**src/hw/tsw_pkg.sv**
```systemverilog
/*
  Shared constants and types for the thermal sensor watchdog: register
  indices, bus byte addresses, reset values, configuration fields, status
  bits, conversion timing and the serial request carrier.
  Assumes a single 10 MHz clock and a synchronous active-high reset.
*/
package tsw_pkg;

  // Clock and conversion timing
  localparam int CLK_HZ = 10_000_000;
  localparam int CONV_TIME_MS = 100;
  localparam int CONV_CYCLES = (CLK_HZ / 1000) * CONV_TIME_MS;
  localparam int CONV_CNT_W = 24;

  // Data widths
  localparam int TEMP_W = 11;
  localparam int LIM_W = 9;
  localparam int WORD_W = 16;

  // Register indices, as printed pointer values
  localparam logic [1:0] PTR_TEMP = 2'h0;
  localparam logic [1:0] PTR_CONF = 2'h1;
  localparam logic [1:0] PTR_THYST = 2'h2;
  localparam logic [1:0] PTR_TOS = 2'h3;

  // Word indices of the extra registers on the system bus
  localparam logic [2:0] IDX_STATUS = 3'h4;
  localparam logic [2:0] IDX_ENABLE = 3'h5;
  localparam logic [2:0] IDX_CLEAR = 3'h6;
  localparam logic [2:0] IDX_SLAVE = 3'h7;

  // Byte addresses: four times the index
  localparam logic [31:0] ADDR_TEMP = 32'h0000_0000;
  localparam logic [31:0] ADDR_CONF = 32'h0000_0004;
  localparam logic [31:0] ADDR_THYST = 32'h0000_0008;
  localparam logic [31:0] ADDR_TOS = 32'h0000_000c;
  localparam logic [31:0] ADDR_STATUS = 32'h0000_0010;
  localparam logic [31:0] ADDR_ENABLE = 32'h0000_0014;
  localparam logic [31:0] ADDR_CLEAR = 32'h0000_0018;
  localparam logic [31:0] ADDR_SLAVE = 32'h0000_001c;
  localparam int ADDR_IDX_LO = 2;
  localparam int ADDR_IDX_HI = 4;

  // Reset values
  localparam logic [7:0] CONF_RST = 8'h00;
  localparam logic [15:0] TOS_RST = 16'h5000;
  localparam logic [15:0] THYST_RST = 16'h4b00;

  // Configuration fields
  localparam int CONF_SHUTDOWN = 0;
  localparam int CONF_INT_MODE = 1;
  localparam int CONF_POL_HIGH = 2;
  localparam int CONF_QUEUE_LO = 3;
  localparam int CONF_QUEUE_HI = 4;

  // Status, enable and clear bit positions
  localparam int EV_W = 3;
  localparam int EV_CONV = 0;
  localparam int EV_TRIP = 1;
  localparam int EV_SER_WR = 2;

  // Fixed upper part of the serial slave address
  localparam logic [3:0] SLAVE_HI = 4'h9;

  // AHB transfer type bit that marks NONSEQ or SEQ
  localparam int HTRANS_ACTIVE = 1;

  // Register request from the serial port
  typedef struct packed {
    logic wr;
    logic rd;
    logic [1:0] ptr;
    logic [WORD_W-1:0] wdata;
  } tsw_ser_req_s;

  // Fault queue code to number of consecutive faults
  function automatic logic [2:0] tsw_queue_len(input logic [1:0] code);
    logic [2:0] len;
    len = 3'h1;
    unique case (code)
      2'h0: len = 3'h1;
      2'h1: len = 3'h2;
      2'h2: len = 3'h4;
      2'h3: len = 3'h6;
    endcase
    return len;
  endfunction

endpackage

```
**src/hw/tsw_top.sv**
```systemverilog
/*
  Thermal sensor watchdog top: result, limit and configuration registers,
  periodic conversion, fault queue and alarm state, AHB-Lite register slave,
  two-wire serial register port and an event interrupt.
  Assumes adc_temp holds a settled 11-bit result whenever a conversion ends,
  and that the two-wire lines are sampled synchronously on clock.
*/
// The AHB-Lite slave port and the placing of the registers were left to the implementer.
// How it works
// - Result kept as 11-bit signed, 0.125 degree steps
// - Normal mode converts, shutdown stops conversion
// - Alarm works as comparator or as interrupt
// - Alarm active level selectable high or low
// - Alarm needs programmed count of consecutive faults
// - Reset: normal, comparator, limits 80 and 75
// - Three pins give three slave address bits
// - Alarm pin open-drain, active past limits
// - Both limits writable and readable over serial
// - Mode, behaviour, polarity, queue in one register
// - Serial clock only received, data open-drain shared
// - One conversion each 100 ms, result updated
// - Upper address bits fixed at 1001
// - Comparator: set above high, clear below low
// - Interrupt: held till read, trips alternate
module tsw_top #(
  parameter int CONV_CYCLES = tsw_pkg::CONV_CYCLES
) (
  input wire logic clock,
  input wire logic rst,
  input wire logic hsel,
  input wire logic [31:0] haddr,
  input wire logic [1:0] htrans,
  input wire logic hwrite,
  input wire logic [2:0] hsize,
  input wire logic [31:0] hwdata,
  input wire logic hready,
  output logic hreadyout,
  output logic [31:0] hrdata,
  output logic hresp,
  input wire logic scl_in,
  input wire logic sda_in,
  output logic sda_out,
  output logic sda_oe_n,
  input wire logic addr_pin_bit2,
  input wire logic addr_pin_bit1,
  input wire logic addr_pin_bit0,
  input wire logic [10:0] adc_temp,
  output logic over_heat_alert_out,
  output logic over_heat_alert_oe_n,
  output logic irq
);

  localparam int LW = tsw_pkg::LIM_W;
  localparam int EW = tsw_pkg::EV_W;

  // Sensor registers
  logic [tsw_pkg::TEMP_W-1:0] temp_reg, temp_next;
  logic [7:0] conf_reg, conf_next;
  logic [LW-1:0] tos_reg, tos_next;
  logic [LW-1:0] thyst_reg, thyst_next;
  logic [6:0] slave_reg, slave_next;

  // Alarm state
  logic alarm_reg, alarm_next;
  logic phase_reg, phase_next;
  logic [2:0] fault_reg, fault_next;
  logic alert_oe_n_reg, alert_oe_n_next;

  // Events and interrupt
  logic [EW-1:0] status_reg, status_next;
  logic [EW-1:0] enable_reg, enable_next;
  logic irq_reg, irq_next;

  // Bus slave state
  logic dph_wr_reg, dph_wr_next;
  logic [2:0] dph_idx_reg, dph_idx_next;
  logic [31:0] hrdata_reg, hrdata_next;

  // Internal wires
  logic conv_done;
  logic [15:0] ser_word;
  tsw_pkg::tsw_ser_req_s ser_req;
  logic bus_take, bus_mapped, bus_read, any_read;
  logic [2:0] bus_idx;
  logic signed [LW-1:0] temp9;
  logic hot, cold, fault_now, trip;
  logic [2:0] queue_len;
  logic [EW-1:0] events, clear_bits;

  // Sensor register view as a 16-bit word, left aligned
  function automatic logic [15:0] sensor_word(input logic [1:0] ptr);
    logic [15:0] w;
    w = '0;
    unique case (ptr)
      tsw_pkg::PTR_TEMP: w = {temp_reg, 5'h00};
      tsw_pkg::PTR_CONF: w = {conf_reg, conf_reg};
      tsw_pkg::PTR_THYST: w = {thyst_reg, 7'h00};
      tsw_pkg::PTR_TOS: w = {tos_reg, 7'h00};
    endcase
    return w;
  endfunction

  // Conversion period only runs outside shutdown
  tsw_conv_timer #(
    .CONV_CYCLES(CONV_CYCLES)
  ) u_timer (
    .clock(clock),
    .rst(rst),
    .run(!conf_reg[tsw_pkg::CONF_SHUTDOWN]),
    .done(conv_done)
  );

  // Serial register port; slave only, clock is an input
  tsw_ser_slave u_ser (
    .clock(clock),
    .rst(rst),
    .slave_addr(slave_reg),
    .scl_in(scl_in),
    .sda_in(sda_in),
    .sda_out(sda_out),
    .sda_oe_n(sda_oe_n),
    .rd_word(ser_word),
    .req(ser_req)
  );

  assign ser_word = sensor_word(ser_req.ptr);

  // AHB address phase decode; every slot below 0x20 is mapped
  assign bus_take = hsel && hready && htrans[tsw_pkg::HTRANS_ACTIVE];
  assign bus_idx = haddr[tsw_pkg::ADDR_IDX_HI:tsw_pkg::ADDR_IDX_LO];
  assign bus_mapped = (haddr[31:tsw_pkg::ADDR_IDX_HI+1] == '0);
  assign bus_read = bus_take && !hwrite && bus_mapped && (bus_idx <= {1'b0, tsw_pkg::PTR_TOS});
  // Any sensor register read from either port releases an interrupt alarm
  assign any_read = bus_read || ser_req.rd;

  // Limits use the nine top result bits
  assign temp9 = adc_temp[tsw_pkg::TEMP_W-1:tsw_pkg::TEMP_W-LW];
  assign hot = temp9 > $signed(tos_reg);
  assign cold = temp9 < $signed(thyst_reg);
  assign queue_len = tsw_pkg::tsw_queue_len(conf_reg[tsw_pkg::CONF_QUEUE_HI:tsw_pkg::CONF_QUEUE_LO]);

  // Which side must be crossed next depends on the behaviour
  always_comb begin
    if (conf_reg[tsw_pkg::CONF_INT_MODE]) begin
      fault_now = phase_reg ? cold : hot;
    end else begin
      fault_now = alarm_reg ? cold : hot;
    end
  end

  assign trip = conv_done && fault_now && ((fault_reg + 3'h1) >= queue_len);

  // Result, fault queue and alarm state, advanced once per conversion
  always_comb begin
    temp_next = temp_reg;
    fault_next = fault_reg;
    alarm_next = alarm_reg;
    phase_next = phase_reg;
    if (conf_reg[tsw_pkg::CONF_INT_MODE] && any_read) begin
      alarm_next = 1'b0;
    end
    if (conv_done) begin
      temp_next = adc_temp;
      if (!fault_now) begin
        fault_next = '0;
      end else if (!trip) begin
        fault_next = fault_reg + 3'h1;
      end else begin
        fault_next = '0;
        // A trip wins over a read in the same cycle
        if (conf_reg[tsw_pkg::CONF_INT_MODE]) begin
          alarm_next = 1'b1;
          phase_next = !phase_reg;
        end else begin
          alarm_next = !alarm_reg;
        end
      end
    end
    // Open-drain pin: released reads as high through the pull-up
    if (alarm_next) begin
      alert_oe_n_next = conf_reg[tsw_pkg::CONF_POL_HIGH];
    end else begin
      alert_oe_n_next = !conf_reg[tsw_pkg::CONF_POL_HIGH];
    end
  end

  // Register writes; the system bus wins a same-cycle clash
  always_comb begin
    conf_next = conf_reg;
    tos_next = tos_reg;
    thyst_next = thyst_reg;
    enable_next = enable_reg;
    clear_bits = '0;
    slave_next = {tsw_pkg::SLAVE_HI, addr_pin_bit2, addr_pin_bit1, addr_pin_bit0};
    if (dph_wr_reg) begin
      unique case (dph_idx_reg)
        {1'b0, tsw_pkg::PTR_CONF}: conf_next = hwdata[7:0];
        {1'b0, tsw_pkg::PTR_THYST}: thyst_next = hwdata[15:16-LW];
        {1'b0, tsw_pkg::PTR_TOS}: tos_next = hwdata[15:16-LW];
        tsw_pkg::IDX_ENABLE: enable_next = hwdata[EW-1:0];
        tsw_pkg::IDX_CLEAR: clear_bits = hwdata[EW-1:0];
        default: ;
      endcase
    end else if (ser_req.wr) begin
      unique case (ser_req.ptr)
        tsw_pkg::PTR_CONF: conf_next = ser_req.wdata[15:8];
        tsw_pkg::PTR_THYST: thyst_next = ser_req.wdata[15:16-LW];
        tsw_pkg::PTR_TOS: tos_next = ser_req.wdata[15:16-LW];
        default: ; // Result is read only
      endcase
    end
  end

  // Sticky events; a new event beats a clear in the same cycle
  always_comb begin
    events = '0;
    events[tsw_pkg::EV_CONV] = conv_done;
    events[tsw_pkg::EV_TRIP] = trip;
    events[tsw_pkg::EV_SER_WR] = ser_req.wr;
    status_next = (status_reg & ~clear_bits) | events;
    irq_next = |(status_next & enable_reg);
  end

  // AHB slave: zero wait states, read data prepared in the address phase
  always_comb begin
    dph_wr_next = bus_take && hwrite && bus_mapped;
    dph_idx_next = bus_idx;
    hrdata_next = hrdata_reg;
    if (bus_take && !hwrite) begin
      hrdata_next = '0;
      if (bus_mapped) begin
        unique case (bus_idx)
          {1'b0, tsw_pkg::PTR_TEMP}: hrdata_next = {16'h0000, sensor_word(tsw_pkg::PTR_TEMP)};
          {1'b0, tsw_pkg::PTR_CONF}: hrdata_next = {24'h000000, conf_reg};
          {1'b0, tsw_pkg::PTR_THYST}: hrdata_next = {16'h0000, sensor_word(tsw_pkg::PTR_THYST)};
          {1'b0, tsw_pkg::PTR_TOS}: hrdata_next = {16'h0000, sensor_word(tsw_pkg::PTR_TOS)};
          tsw_pkg::IDX_STATUS: hrdata_next = {{(32-EW){1'b0}}, status_reg};
          tsw_pkg::IDX_ENABLE: hrdata_next = {{(32-EW){1'b0}}, enable_reg};
          tsw_pkg::IDX_SLAVE: hrdata_next = {25'h0000000, slave_reg};
          default: hrdata_next = '0; // Clear register reads as zero
        endcase
      end
    end
  end

  // Registers; reset values give a stand-alone thermostat
  always_ff @(posedge clock) begin
    if (rst) begin
      temp_reg <= '0;
      conf_reg <= tsw_pkg::CONF_RST;
      tos_reg <= tsw_pkg::TOS_RST[15:16-LW];
      thyst_reg <= tsw_pkg::THYST_RST[15:16-LW];
      slave_reg <= '0;
      alarm_reg <= 1'b0;
      phase_reg <= 1'b0;
      fault_reg <= '0;
      alert_oe_n_reg <= 1'b1;
      status_reg <= '0;
      enable_reg <= '0;
      irq_reg <= 1'b0;
      dph_wr_reg <= 1'b0;
      dph_idx_reg <= '0;
      hrdata_reg <= '0;
    end else begin
      temp_reg <= temp_next;
      conf_reg <= conf_next;
      tos_reg <= tos_next;
      thyst_reg <= thyst_next;
      slave_reg <= slave_next;
      alarm_reg <= alarm_next;
      phase_reg <= phase_next;
      fault_reg <= fault_next;
      alert_oe_n_reg <= alert_oe_n_next;
      status_reg <= status_next;
      enable_reg <= enable_next;
      irq_reg <= irq_next;
      dph_wr_reg <= dph_wr_next;
      dph_idx_reg <= dph_idx_next;
      hrdata_reg <= hrdata_next;
    end
  end

  // Outputs; the alert pin only ever pulls low
  assign over_heat_alert_out = 1'b0;
  assign over_heat_alert_oe_n = alert_oe_n_reg;
  assign irq = irq_reg;
  assign hrdata = hrdata_reg;
  assign hreadyout = 1'b1;
  assign hresp = 1'b0;

endmodule // tsw_top

```
**src/hw/tsw_conv_timer.sv**
```systemverilog
/*
  Conversion period timer: emits a one-cycle done strobe every period while
  run is high. Restarts from zero whenever run goes low, so a new conversion
  starts on leaving shutdown. Assumes the parent holds run steady per mode.
*/
module tsw_conv_timer #(
  parameter int CONV_CYCLES = tsw_pkg::CONV_CYCLES
) (
  input wire logic clock,
  input wire logic rst,
  input wire logic run,
  output logic done
);

  logic [tsw_pkg::CONV_CNT_W-1:0] cnt_reg;
  logic [tsw_pkg::CONV_CNT_W-1:0] cnt_next;
  logic done_reg;
  logic done_next;
  localparam logic [tsw_pkg::CONV_CNT_W-1:0] LAST = tsw_pkg::CONV_CNT_W'(CONV_CYCLES - 1);

  // Count the period, wrap and flag the end
  always_comb begin
    cnt_next = cnt_reg + 1'b1;
    done_next = 1'b0;
    if (!run) begin
      cnt_next = '0;
    end else if (cnt_reg == LAST) begin
      cnt_next = '0;
      done_next = 1'b1;
    end
  end

  always_ff @(posedge clock) begin
    if (rst) begin
      cnt_reg <= '0;
      done_reg <= 1'b0;
    end else begin
      cnt_reg <= cnt_next;
      done_reg <= done_next;
    end
  end

  assign done = done_reg;

endmodule // tsw_conv_timer

```
**src/hw/tsw_ser_slave.sv**
```systemverilog
/*
  Two-wire serial slave: address match, pointer byte, register write of one
  or two bytes, register read of a repeating 16-bit word. Clock and data
  lines are sampled on the system clock, which must be far faster than the
  serial clock. Data pin is open-drain: oe_n low pulls the line low.
*/
module tsw_ser_slave (
  input wire logic clock,
  input wire logic rst,
  input wire logic [6:0] slave_addr,
  input wire logic scl_in,
  input wire logic sda_in,
  output logic sda_out,
  output logic sda_oe_n,
  input wire logic [15:0] rd_word,
  output tsw_pkg::tsw_ser_req_s req
);

  typedef enum {S_IDLE, S_RECV, S_ACK_WAIT, S_ACK, S_SEND, S_RACK} tsw_ser_state_e;

  tsw_ser_state_e state_reg, state_next;
  logic scl_reg, sda_reg;
  logic [7:0] shift_reg, shift_next;
  logic [2:0] bit_reg, bit_next;
  logic [1:0] byte_reg, byte_next;
  logic read_reg, read_next;
  logic [1:0] ptr_reg, ptr_next;
  logic [7:0] msb_reg, msb_next;
  logic [15:0] tx_reg, tx_next;
  logic oe_n_reg, oe_n_next;
  tsw_pkg::tsw_ser_req_s req_reg, req_next;
  logic rise, fall, start, stop;
  logic [7:0] full;

  // Line events; the inputs are already synchronous
  assign rise = scl_in && !scl_reg;
  assign fall = !scl_in && scl_reg;
  assign start = scl_in && scl_reg && sda_reg && !sda_in;
  assign stop = scl_in && scl_reg && !sda_reg && sda_in;
  assign full = {shift_reg[6:0], sda_in};

  always_comb begin
    state_next = state_reg;
    shift_next = shift_reg;
    bit_next = bit_reg;
    byte_next = byte_reg;
    read_next = read_reg;
    ptr_next = ptr_reg;
    msb_next = msb_reg;
    tx_next = tx_reg;
    oe_n_next = oe_n_reg;
    req_next = '0;
    req_next.ptr = ptr_reg;
    if (start) begin
      state_next = S_RECV;
      bit_next = '0;
      byte_next = '0;
      oe_n_next = 1'b1;
    end else if (stop) begin
      state_next = S_IDLE;
      oe_n_next = 1'b1;
    end else begin
      unique case (state_reg)
        S_IDLE: ;
        S_RECV: if (rise) begin
          shift_next = full;
          bit_next = bit_reg + 1'b1;
          if (bit_reg == 3'h7) begin
            state_next = S_ACK_WAIT;
            if (byte_reg == 2'h0) begin
              // Upper four bits fixed, lower three from the pins
              if (full[7:1] != slave_addr) state_next = S_IDLE;
              read_next = full[0];
              if (full[0] && full[7:1] == slave_addr) begin
                req_next.rd = 1'b1;
                tx_next = rd_word;
              end
            end else if (byte_reg == 2'h1) begin
              ptr_next = full[1:0];
            end else if (byte_reg == 2'h2) begin
              msb_next = full;
              if (ptr_reg == tsw_pkg::PTR_CONF) begin
                req_next.wr = 1'b1;
                req_next.wdata = {full, 8'h00};
              end
            end else if (ptr_reg != tsw_pkg::PTR_CONF) begin
              req_next.wr = 1'b1;
              req_next.wdata = {msb_reg, full};
            end
            if (byte_reg != 2'h3) byte_next = byte_reg + 1'b1;
          end
        end
        S_ACK_WAIT: if (fall) begin
          oe_n_next = 1'b0;
          state_next = S_ACK;
        end
        S_ACK: if (fall) begin
          // Data line is only pulled low, never driven high
          oe_n_next = read_reg ? tx_reg[15] : 1'b1;
          state_next = read_reg ? S_SEND : S_RECV;
        end
        S_SEND: begin
          if (fall) oe_n_next = tx_reg[15];
          if (rise) begin
            tx_next = {tx_reg[14:0], tx_reg[15]};
            bit_next = bit_reg + 1'b1;
            if (bit_reg == 3'h7) state_next = S_RACK;
          end
        end
        S_RACK: begin
          if (fall) oe_n_next = 1'b1;
          if (rise) state_next = sda_in ? S_IDLE : S_SEND;
        end
      endcase
    end
  end

  always_ff @(posedge clock) begin
    if (rst) begin
      state_reg <= S_IDLE;
      scl_reg <= 1'b1;
      sda_reg <= 1'b1;
      shift_reg <= '0;
      bit_reg <= '0;
      byte_reg <= '0;
      read_reg <= 1'b0;
      ptr_reg <= tsw_pkg::PTR_TEMP;
      msb_reg <= '0;
      tx_reg <= '0;
      oe_n_reg <= 1'b1;
      req_reg <= '0;
    end else begin
      state_reg <= state_next;
      scl_reg <= scl_in;
      sda_reg <= sda_in;
      shift_reg <= shift_next;
      bit_reg <= bit_next;
      byte_reg <= byte_next;
      read_reg <= read_next;
      ptr_reg <= ptr_next;
      msb_reg <= msb_next;
      tx_reg <= tx_next;
      oe_n_reg <= oe_n_next;
      req_reg <= req_next;
    end
  end

  assign sda_out = 1'b0;
  assign sda_oe_n = oe_n_reg;
  assign req = req_reg;

endmodule // tsw_ser_slave

```
**config.mk**
```make
export PLATFORM = sky130hd
export DESIGN_NAME = tsw_top
export DESIGN_NICKNAME = d
export VERILOG_FILES = /design/src/hw/tsw_pkg.sv /design/src/hw/tsw_top.sv /design/src/hw/tsw_conv_timer.sv /design/src/hw/tsw_ser_slave.sv
export SDC_FILE = /design/constraint.sdc
export NUM_CORES = 1
export LEC_CHECK = 0
export BUFFER_PORTS_ARGS = -buffer_cell sky130_fd_sc_hd__buf_2
export CORE_MARGIN = 3
export CORE_UTILIZATION = 45
export DETAILED_ROUTE_END_ITERATION = 7
export PLACE_DENSITY = 0.66
export SLEW_MARGIN = 15
export SYNTH_ARGS = -nofsm -noshare
export SYNTH_HDL_FRONTEND = slang
export SYNTH_SLANG_ARGS = --single-unit
```
**constraint.sdc**
```tcl
create_clock -name clock -period 2.7 [get_ports clock]
set_clock_uncertainty 0.2 [all_clocks]
set_input_delay 0.405 -clock clock [delete_from_list [all_inputs] [get_ports clock]]
set_output_delay 0.405 -clock clock [all_outputs]
set_load 0.005 [all_outputs]
```
---- Word-level counts from Yosys, hierarchy flattened ----
Cells that the tools add are included.
storage, ports and cells
  word-level logic and storage cells ...... 232
  register bits after elaboration ......... 212
  output and inout bits ................... 39
  input port bits ......................... 90
operators by class
  add/subtract/negate cells ............... 4
  bitwise logic cells ..................... 11
  equal/unequal tests ..................... 52
  reduce and logical (&&, ||, !) cells .... 63
  $lt $le $gt $ge ......................... 4
  multiplexer cells ....................... 64
operators by type and width
  kind                     number
  $mux W32                 8
  $pmux W32 S5             1
  $mux W16                 9
  $pmux W16 S7             1
  $mux W9                  8
  $eq A32 B2 Y1 const B    2
  $eq A32 B3 Y1 const B    2
  $pmux W16 S4             1
  $eq A32 B1 Y1 const B    1
  $mux W8                  4
  $pmux W16 S2             1
  $reduce_and A8 Y1        4
  $ne A2 B1 Y1 const B     15
  $ne A4 B1 Y1 const B     7
  $logic_not A27 Y1        1
  $add A24 B1 Y24 const B  1
  $eq A24 B20 Y1 const B   1
  $mux W1                  21
  $eq A3 B3 Y1 const B     6
  $logic_and A1 B1 Y1      18
  $mux W3                  6
  $eq A3 B2 Y1 const B     4
  $pmux W3 S4              1
  $reduce_and A3 Y1        4
  other kinds (36)         71

---- Depth between registers and ports, before layout ----
Gate-level depths: netlist of run 1.
  depth in word-level cells ............... 12
  depth in mapped cells ................... 9

---- By module ----
Synthesis of run 1 repeated with hierarchy kept, for this count alone.
second synthesis, totals
  cells, all modules ...................... 900
  area, all modules ....................... 8179.1 µm²
modules (own cells, without submodules)
  module          area each (µm²)  times used  seq. area each (µm²)  cells an instance
  tsw_top         4332.9           1           1481.4                482
  tsw_ser_slave   2741.4           1           1301.2                287
  tsw_conv_timer  1104.8           1           500.5                 131

---- Worst setup path before layout of run 1 ----
No wires, ideal clock.
  path type ............................... input to register
  start ................................... input adc_temp[8]
  end ..................................... register alert_oe_n_reg (netlist: over_heat_alert_oe_n)
  stages on the path ...................... 7
  setup time .............................. 122 ps
  path slack .............................. 332 ps
  arrival ................................. 2047 ps
  path buffers ............................ 0
  cells stage by stage .................... ha_1 a21o_1 a211o_1 a311oi_1 a211o_1 nor2_1 o311a_1
between the ends
  word-level cells in the longest chain between the ends .. 9
RTL lines
  element                                              line                            text
  from (decl)                                          tsw_top.sv:47                   input wire logic [10:0] adc_temp,
  $gt A9 B9 Y1 / $lt A9 B9 Y1 (equally long branches)  tsw_top.sv:138, tsw_top.sv:139
  $mux W1 (on tied branches)                           tsw_top.sv:147, tsw_top.sv:145
  $mux W1 (*)                                          tsw_top.sv:144                  if (conf_reg[tsw_pkg::CONF_INT_MODE]) begin
  $logic_and A1 B1 Y1 (2 in series)                    tsw_top.sv:151                  assign trip = conv_done && fault_now && ((fault_reg + 3'h1) >= queue_len);
  $mux W1                                              tsw_top.sv:166                  end else if (!trip) begin
  $mux W1 (*)                                          tsw_top.sv:164                  if (!fault_now) begin
  $mux W1 (*)                                          tsw_top.sv:162                  if (conv_done) begin
  $mux W1 (*)                                          tsw_top.sv:180                  if (alarm_next) begin
  to (signal assigned)                                 tsw_top.sv:273                  alert_oe_n_reg <= alert_oe_n_next;
  to (decl)                                            tsw_top.sv:67                   logic alert_oe_n_reg, alert_oe_n_next;
Every way passes the cells marked *; elsewhere a longest branch is shown, timed or not.
A chain may end at the register's enable or synchronous reset.

---- Worst setup path after layout of run 1 ----
  start ................................... register tos_reg[6]
  end ..................................... register phase_reg
between the ends
  word-level cells in the longest chain between the ends .. 6
RTL lines
  element                            line                            text
  from (decl)                        tsw_top.sv:59                   logic [LW-1:0] tos_reg, tos_next;
  from (signal assigned)             tsw_top.sv:251                  tos_reg <= tsw_pkg::TOS_RST[15:16-LW];
  from (signal assigned)             tsw_top.sv:267                  tos_reg <= tos_next;
  $gt A9 B9 Y1 (*)                   tsw_top.sv:138                  assign hot = temp9 > $signed(tos_reg);
  $mux W1 (on tied branches)         tsw_top.sv:147, tsw_top.sv:145
  $mux W1 (*)                        tsw_top.sv:144
  $logic_and A1 B1 Y1 (2 in series)  tsw_top.sv:151
  $reduce_and A4 Y1 (no line) (*)    -
  to (signal assigned)               tsw_top.sv:271                  phase_reg <= phase_next;
  to (decl)                          tsw_top.sv:65                   logic phase_reg, phase_next;
Marks and branches as above.

==> results of run 1 <==
[worst max path at each step]
stage	slack [ns]	cells after the start	endpoint
after floorplan	0.33	7	over_heat_alert_oe_n
after global placement	-0.01	9	over_heat_alert_oe_n
after detailed placement	0.05	9	over_heat_alert_oe_n
after CTS	0.14	10	phase_reg
after global routing	0.03	8	fault_reg[0]
final	0.18	10	phase_reg
[cells in the final DEF, fill, tap and decap left out, drive strengths merged, types with 10 or more instances in the layout]
cell type	count
mux4	10
ha	28
clkbuf	20
nor2b	18
mux2i	47
nand2	68
a21oi	58
nand3	32
dfxtp	157
nor2	136
xor2	19
conb	20
buf	108
nand4	10
a22oi	26
a211oi	18
inv	38
mux2	12
xnor2	11
o21ai	22
and3	10
[what timing repair did]
item / CTS / global route
endpoints found under the hold margin: 4 / 0
buffers inserted: 0 / 0
gates resized for setup: 0 / 2
hold buffers: 4 / 0
endpoints found under the setup margin: 0 / 2
[worst max-delay path: cells and delay by family, from the launching register on]
family	cells	cell delay, ns
flip-flops	1	0.36
buffers and inverters	3	0.40
AO/OA/AOI/OAI	5	1.11
AND/OR/NAND/NOR	1	0.06
adder cells (fa/ha/maj)	1	0.29
[power by group]
part | switching (mW) | internal [mW]
Clock | 0.986 | 1.18
Combinational | 0.155 | 0.103
Sequential | 0.0167 | 2.33
Total | 1.16 | 3.62
[per-stage QoR]
step	power (mW)	cell area [µm²]	setup TNS, ns	utilization [%]	setup WS (ns)
after floorplan	2.56	7840	0	-	0.332
after global placement	2.65	8380	-0.0158	50.0	-0.0135
after detailed placement	2.65	8380	0	50.0	0.0495
after CTS	4.81	8950	0	53.4	0.141
after global routing	4.94	8960	0	53.5	0.0334
final	4.77	8960	0	53.5	0.177
[cells by family (layout without fill, tap and decap cells)]
| family | Yosys count | count (layout) | share of synthesized area [%] |
|---|---|---|---|
| other | 2 | 20 | 0.0966 |
| muxes | 69 | 69 | 10.7 |
| xor gates and xnor gates | 30 | 30 | 3.38 |
| adders and majority gates | 29 | 29 | 4.64 |
| DFF | 157 | 157 | 40.4 |
| and+or+nand+nor | 330 | 330 | 20.3 |
| buffers and inverters | 100 | 178 | 6.07 |
| AOI/OAI and AO/OA | 171 | 171 | 14.4 |
[layout make-up]
| type | count | area [µm²] | share of cell area (%) |
|---|---|---|---|
| tap | 220 | 275 | 3.07 |
| clock inverter | 11 | 86.3 | 0.964 |
| clock buffer | 20 | 437 | 4.87 |
| inverter | 35 | 131 | 1.47 |
| multi-input combinational | 649 | 4240 | 47.3 |
| timing repair buffer | 112 | 651 | 7.26 |
| sequential | 157 | 3140 | 35.1 |
[cells in the mapped netlist, drive strengths merged (3+ instances only)]
master  instances
dfxtp         157
nor2          136
nand2          68
a21oi          58
mux2i          47
buf            34
inv            34
nand3          32
clkbuf         31
ha             28
a22oi          26
o21ai          22
xor2           19
a211oi         18
nor2b          18
mux2           12
xnor2          11
and3           10
mux4           10
nand4          10
nor4            9
nand2b          7
nor3            7
a22o            6
o22ai           6
and2            5
nor3b           5
or2             5
a211o           4
a21o            4
a311oi          4
and4            4
nor4b           4
o211ai          4
a31oi           3
or3             3
[layer usage]
layer / wire, µm / part of all wire [%] / GRT usage [%]
met5: 9 / 0.047 / 0
met4: 464 / 2.4 / 7.43
met3: 937 / 4.9 / 4.53
met2: 8800 / 46 / 31.7
met1: 9040 / 47 / 28.5
==> results_dict.tcl, run 1 <==
set metrics [dict create \
    ant_nets 0 \
    cap_viol_max_count 0 \
    run_status "complete, no violations" \
    yosys_warnings 0 \
    stdcell_count 1204 \
    post-route-min-period_ns 2.52 \
    drv_slew 0 \
    critical_path_class "reg -> reg" \
    yosysTopAreaCell "dfxtp_1" \
    dpl.hpwl_um 14100 \
    required_ns 2.81 \
    timing.rr.start "tos_reg[6]" \
    clkTransAtPathRegs_ns 0.07 \
    largest_reg_flops 24 \
    end_kind "flop" \
    async_reset_ff_share_pct 0 \
    fmax_mhz 396 \
    hold_viol_final 0 \
    fp.dieW_um 137 \
    leakage_nw 3.60 \
    root_buffer "clkbuf_16" \
    synth_top_area_share_pct 40.4 \
    viasPerCell 5.41 \
    overflow 0 \
    fillCellCount 1548 \
    port_buffers 86 \
    holdCritPathClass "in -> reg" \
    synth_edf_count 0 \
    grt_max_degree 55 \
    n_antenna_cell 0 \
    first_pass_iters 5 \
    clockBufferDepth 2 \
    die_h_um 137 \
    rsz0062_at_grt "no" \
    wirelength_um 19300 \
    setup_viol 0 \
    synth_top_flop_cell "dfxtp_1" \
    worstHoldPathCells 3 \
    reg2regPathDepth 10 \
    cts-buffers-inserted 17 \
    syn-cell-area_um2 7770 \
    nets 1090 \
    tightest_slew_ns 0.746 \
    synthCells 888 \
    fin_crit_sh_pct 93.5 \
    synth_area_per_cell_um2 8.75 \
    cp_max_fo 3 \
    synth-seq-area-share_pct 40.4 \
    cp_slowest_cell "dfxtp_1" \
    rows 47 \
    placedCellCount 1169 \
    holdPathEnd "temp_reg[1]" \
    via_count 6508 \
    reg2reg_setup_slack_ns 0.18 \
    rr_endpoint "phase_reg" \
    first_iter_violations 534 \
    grt_pass1_vias 5973 \
    coreArea_um2 16800 \
    drive_gt1_share_pct 17.6 \
    worstSetupStartpoint "tos_reg[6]" \
    crit_chain "inv_1 -> ha_1 -> a21o_1 -> a211o_1 -> a311oi_2 -> buf_4 -> a211o_1 -> nor2_1 -> buf_4 -> a31o_2" \
    yosys.cell_types.count 66 \
    cts_tree "built" \
    ir_drop_uv 388 \
    gp_congestion 0.853 \
    die_area_um2 18900 \
    insertion_delay_ns 0.42 \
    synth-seq-cells 157 \
    max_slew_margin_pct 50.1 \
    initial_utilization_pct 46.4 \
    slowest_delay_ns 0.36 \
    holdWs_ns 0.0291 \
    wl_per_cell_um 16.0 \
    critPathLaunchType "flop" \
    antenna_found_initial 1 \
    grt_pass1_wl_um 30500 \
    worstHoldStart "adc_temp[1]" \
    power.density_nw_per_um2 533 \
    ios 129 \
    syn_to_final_growth_pct 15.3 \
    ys_top_cells_by_area "dfxtp_1 40%, nor2_1 6.6%, mux2i_1 6.1%" \
    drc_errors 0 \
    clock-sinks 157 \
    grt_usage_pct 20.6 \
    arrival_ns 2.64 \
    h-tree-depth 4 \
]
Note: power is estimated with default switching activity, not from simulation.
==> run 2: changes to the inputs <==
--- a/config.mk
+++ b/config.mk
@@ -7,9 +7,8 @@
 export LEC_CHECK = 0
 export BUFFER_PORTS_ARGS = -buffer_cell sky130_fd_sc_hd__buf_2
 export CORE_MARGIN = 3
-export CORE_UTILIZATION = 45
+export CORE_UTILIZATION = 35
 export DETAILED_ROUTE_END_ITERATION = 7
-export PLACE_DENSITY = 0.66
 export SLEW_MARGIN = 15
 export SYNTH_ARGS = -nofsm -noshare
 export SYNTH_HDL_FRONTEND = slang
==> results_dict.tcl, run 2 (synthesized netlist as in run 1, its figures left out) <==
set metrics [dict create \
    fin_area_um2 9120 \
    die_area_um2 24000 \
    via_count 6500 \
    root_buffer "clkbuf_16" \
    holdWs_ns 0.0271 \
    clock-sinks 157 \
    setup_viol 0 \
    seq_area_um2 3140 \
    insertion_delay_ns 0.43 \
    mostFrequentLayoutCells "157 x dfxtp_1, 136 x nor2_1, 85 x buf_2" \
    cts_tree "built" \
    clkTransAtPathRegs_ns 0.07 \
    fin_crit_sh_pct 95.8 \
    initial_utilization_pct 36.3 \
    arrival_ns 2.70 \
    rsz0062_at_grt "no" \
    fillCellCount 2173 \
    first_pass_iters 5 \
    layout_commonest_cell "dfxtp_1" \
    die_h_um 155 \
    antenna_found_initial 0 \
    cap_viol_max_count 0 \
    first_iter_violations 348 \
    tightest_slew_ns 0.758 \
    syn_to_final_growth_pct 17.3 \
    drc_errors 0 \
    grt_usage_pct 16.9 \
    placedCellCount 1228 \
    drive_gt1_share_pct 18.2 \
    hold_viol_final 0 \
    ios 129 \
    rows 53 \
    power.density_nw_per_um2 553 \
    worstHoldStart "adc_temp[1]" \
    post-place-ws_ns 0.0398 \
    clockBufferDepth 2 \
    grt_pass1_wl_um 32700 \
    wl_per_cell_um 16.2 \
    wirelength_um 20400 \
    grt_max_degree 44 \
    reg2regPathDepth 9 \
    nets 1093 \
    required_ns 2.81 \
    overflow 0 \
    grt_pass1_vias 6218 \
    run_status "complete, no violations" \
    multi_input_area_um2 4230 \
    leakage_nw 3.66 \
    dpl_cell_area_um2 8480 \
    coreArea_um2 21400 \
    critPathLaunchType "flop" \
    holdPathEnd "temp_reg[1]" \
    post-route-min-period_ns 2.59 \
    cp_max_fo 3 \
    timing.rr.start "tos_reg[6]" \
    viasPerCell 5.15 \
    worstHoldPathCells 3 \
    drv_slew 0 \
    n_antenna_cell 0 \
    stdcell_count 1263 \
    reg2reg_setup_slack_ns 0.11 \
    h-tree-depth 4 \
    holdCritPathClass "in -> reg" \
    ir_drop_uv 389 \
    setup_total_negative_slack_ns 0 \
    ant_nets 0 \
    fp.dieW_um 155 \
    gp_congestion 0.841 \
    final_util_pct 42.6 \
    max_slew_margin_pct 49.3 \
    worst_slack_ns 0.113 \
    dpl.hpwl_um 14900 \
    power_mw 5.04 \
    cts-buffers-inserted 17 \
    end_kind "flop" \
    fmax_mhz 387 \
    critical_path_class "reg -> reg" \
    cts_setup_buffers 0 \
    rr_endpoint "over_heat_alert_oe_n" \
    largest_reg_flops 24 \
    port_buffers 86 \
]
[run 2: worst max path at each step]
stage                     cells past startpoint         from  slack [ns]                   end
after floorplan                               7  adc_temp[8]        0.33  over_heat_alert_oe_n
after global placement                        8  adc_temp[5]        0.06             phase_reg
after detailed placement                      8  adc_temp[5]        0.04             phase_reg
after CTS                                     8   tos_reg[3]        0.12             phase_reg
after global routing                          9   tos_reg[6]        0.02  over_heat_alert_oe_n
final                                         9   tos_reg[6]        0.11  over_heat_alert_oe_n
[run 2: area by class of cell]
cell class | count | area share, %
Sequential cell | 157 | 34.5
Tap cell | 275 | 3.77
Inverter | 35 | 1.44
Clock inverter | 15 | 1.92
Clock buffer | 17 | 4.67
Timing Repair Buffer | 115 | 7.35
Multi-Input combinational cell | 649 | 46.4
[run 2: power breakdown]
part           switching (mW)  internal, mW  leakage, nW
combinational           0.156         0.102         2.10
clock                    1.11          1.32        0.292
sequential             0.0185          2.33         1.27
[run 2: critical path, cell delays in order (launching register included)]
cell      delay (ns)
dfxtp_1         0.38
inv_1           0.09
ha_1            0.29
a21o_1          0.16
a211o_1         0.29
a311oi_1        0.30
buf_4           0.19
a211o_1         0.15
nor2_1          0.06
o311a_1         0.36
[run 2: repair_timing]
action / CTS / global route
hold buffers: 3 / 0
hold endpoints to repair: 3 / 0
setup endpoints to repair: 0 / 5
gates resized for setup: 0 / 1
[run 2: routing by layer]
| layer | global-route usage [%] | part of all wire, % | vias to the layer above |
|---|---|---|---|
| met4 | 7.19 | 2.7 | 0 |
| met1 | 24.2 | 48 | 3031 |
| met3 | 3.25 | 5.1 | 31 |
| met5 | 0 | 0 | - |
| met2 | 24.8 | 44 | 173 |
| li1 | - | - | 3265 |
==> run 3: changes to the inputs <==
==> constraint.sdc (replaced) <==
create_clock -name clock -period 2.3 [get_ports clock]
set_clock_uncertainty 0.2 [all_clocks]
set_input_delay 0.345 -clock clock [delete_from_list [all_inputs] [get_ports clock]]
set_output_delay 0.345 -clock clock [all_outputs]
set_load 0.005 [all_outputs]
==> results_dict.tcl, run 3 (synthesized netlist as in run 1, its figures left out) <==
set metrics [dict create \
    combPwrFrac_pct 6.0 \
    layout_commonest_cell "dfxtp_1" \
    clock_power_share_pct 48.0 \
    seqPwrFrac_pct 46.0 \
    grt_pass1_vias 6260 \
    gp_congestion 0.804 \
    placedCellCount 1281 \
    holdPathEnd "alarm_reg" \
    coreArea_um2 21400 \
    syn_to_final_growth_pct 27.1 \
    drive_gt1_share_pct 26.9 \
    max_slew_margin_pct 63.5 \
    port_buffers 86 \
    worstHoldPathCells 2 \
    stdcell_count 1326 \
    fp.dieW_um 155 \
    reg2regPathDepth 8 \
    rsz0062_at_grt "yes" \
    critical_path_buf_inv_count 1 \
    run_status "complete, no violations" \
    power.density_nw_per_um2 606 \
    fmax_mhz 437 \
    end_kind "flop" \
    cts-buffers-inserted 17 \
    insertion_delay_ns 0.44 \
    fin_area_um2 9880 \
    worstHoldStart "rst" \
    rr_endpoint "fault_reg[0]" \
    grt_usage_pct 17.4 \
    post-route-min-period_ns 2.29 \
    setup_viol 0 \
    nets 1156 \
    p_int_mw 4.55 \
    die_area_um2 24000 \
    drc_errors 0 \
    crit_chain "inv_1 -> ha_1 -> nor2_1 -> mux2_2 -> o21ai_0 -> o31a_1 -> or4_1 -> a21oi_1" \
    wl_per_cell_um 16.0 \
    hold_viol_final 0 \
    rows 53 \
    critPathLaunchType "flop" \
    grt_pass1_wl_um 33400 \
    overflow 0 \
    initial_utilization_pct 36.3 \
    n_antenna_cell 0 \
    fin_crit_sh_pct 99.5 \
    clockBufferDepth 2 \
    dpl_cell_area_um2 8900 \
    first_pass_iters 6 \
    ant_nets 0 \
    timing.rr.start "thyst_reg[7]" \
    p_sw_share_pct 24.1 \
    cp_max_fo 5 \
    root_buffer "clkbuf_16" \
    p_sw_mw 1.44 \
    holdWs_ns 0.0259 \
    mostFrequentLayoutCells "140 x dfxtp_1, 135 x nor2_1, 85 x buf_2" \
    via_count 6839 \
    crit_family "compound AO/OA/AOI/OAI gates" \
    critical_path_class "reg -> reg" \
    ios 129 \
    cap_viol_max_count 0 \
    wirelength_um 21200 \
    first_iter_violations 386 \
    cp_slowest_cell "or4_1" \
    slowest_delay_ns 0.48 \
    cts_tree "built" \
    antenna_found_initial 3 \
    largest_reg_flops 24 \
    tightest_slew_ns 0.541 \
    viasPerCell 5.16 \
    die_h_um 155 \
    clock-sinks 157 \
    h-tree-depth 4 \
    holdCritPathClass "in -> reg" \
    drv_slew 0 \
    leakage_nw 3.98 \
    grt_max_degree 54 \
    clkTransAtPathRegs_ns 0.07 \
    dpl.hpwl_um 15400 \
    reg2reg_setup_slack_ns 0.01 \
    ir_drop_uv 484 \
    required_ns 2.45 \
    arrival_ns 2.44 \
    setup_total_negative_slack_ns 0 \
]
==> run 3: cell count changes in the layout (fill, tap and decap cells not counted), moves of 3 or more <==
cell           change
inv_2              +4
buf_4             +52
inv_1              -5
dfxtp_2           +17
ha_4              +11
ha_1              -11
clkinv_8           -3
dlygate4sd3_1      +7
dfxtp_1           -17
==> run 3: per-layer routing <==
metal / global-route usage, % / share of wire, % / vias to the layer above
met5: 0 / 0.23 / -
met4: 3.66 / 1.2 / 6
met3: 4.37 / 5.9 / 25
met2: 26.7 / 46 / 189
met1: 24.7 / 47 / 3218
li1: - / - / 3401
==> run 3: power by group through the flow <==
stage                     sequential, mW  clock (mW)  combinational [mW]
after detailed placement            2.82           0               0.319
after global placement              2.82           0               0.318
final                               2.76        2.88               0.358
after global routing                2.76        3.05               0.395
after CTS                           2.76        2.94               0.342
after floorplan                     2.81           0               0.190
==> run 3: layout make-up <==
cell class                 instances  area (µm²)
clock buffer                      19         443
tap                              275         344
clock inverter                    13         154
inverter                          35         134
multi-input combinational        650        4470
fill                            2062       11500
timing repair buffer             177        1170
sequential                       157        3160
==> run 3: stage by stage <==
stage	worst slack, ns	util [%]	power, mW
floorplan	0.0503	-	3.00
CTS	0.00332	45.2	6.03
finish	0.0125	46.1	5.99
global route	-0.0764	46.1	6.20
global placement	-0.268	41.6	3.13
detailed placement	-0.270	41.6	3.14
==> run 3: how the worst max path moves through the flow <==
stage	startpoint	to	depth (start not counted)
3_3_place_gp	adc_temp[5]	phase_reg	8
2_1_floorplan	tos_reg[6]	over_heat_alert_oe_n	8
6_report	thyst_reg[7]	fault_reg[0]	8
4_1_cts	tos_reg[7]	phase_reg	9
5_1_grt	tos_reg[6]	over_heat_alert_oe_n	9
3_5_place_dp	adc_temp[5]	phase_reg	8
==> run 3: repair_timing <==
item / in CTS / in global routing
buffers inserted: 1 / 1
hold buffers: 10 / 0
pin swaps: 10 / 14
cloned: 1 / 0
endpoints found under the hold margin: 10 / 0
resized for setup: 14 / 43
setup endpoints to repair: 17 / 25
==> run 3: worst register-to-register path: stages, from the launching register on <==
cell and delay [ns]:
dfxtp_2 0.37, inv_1 0.05, ha_1 0.18, nor2_1 0.10, mux2_2 0.15, o21ai_0 0.13, o31a_1 0.40, or4_1 0.48
a21oi_1 0.15
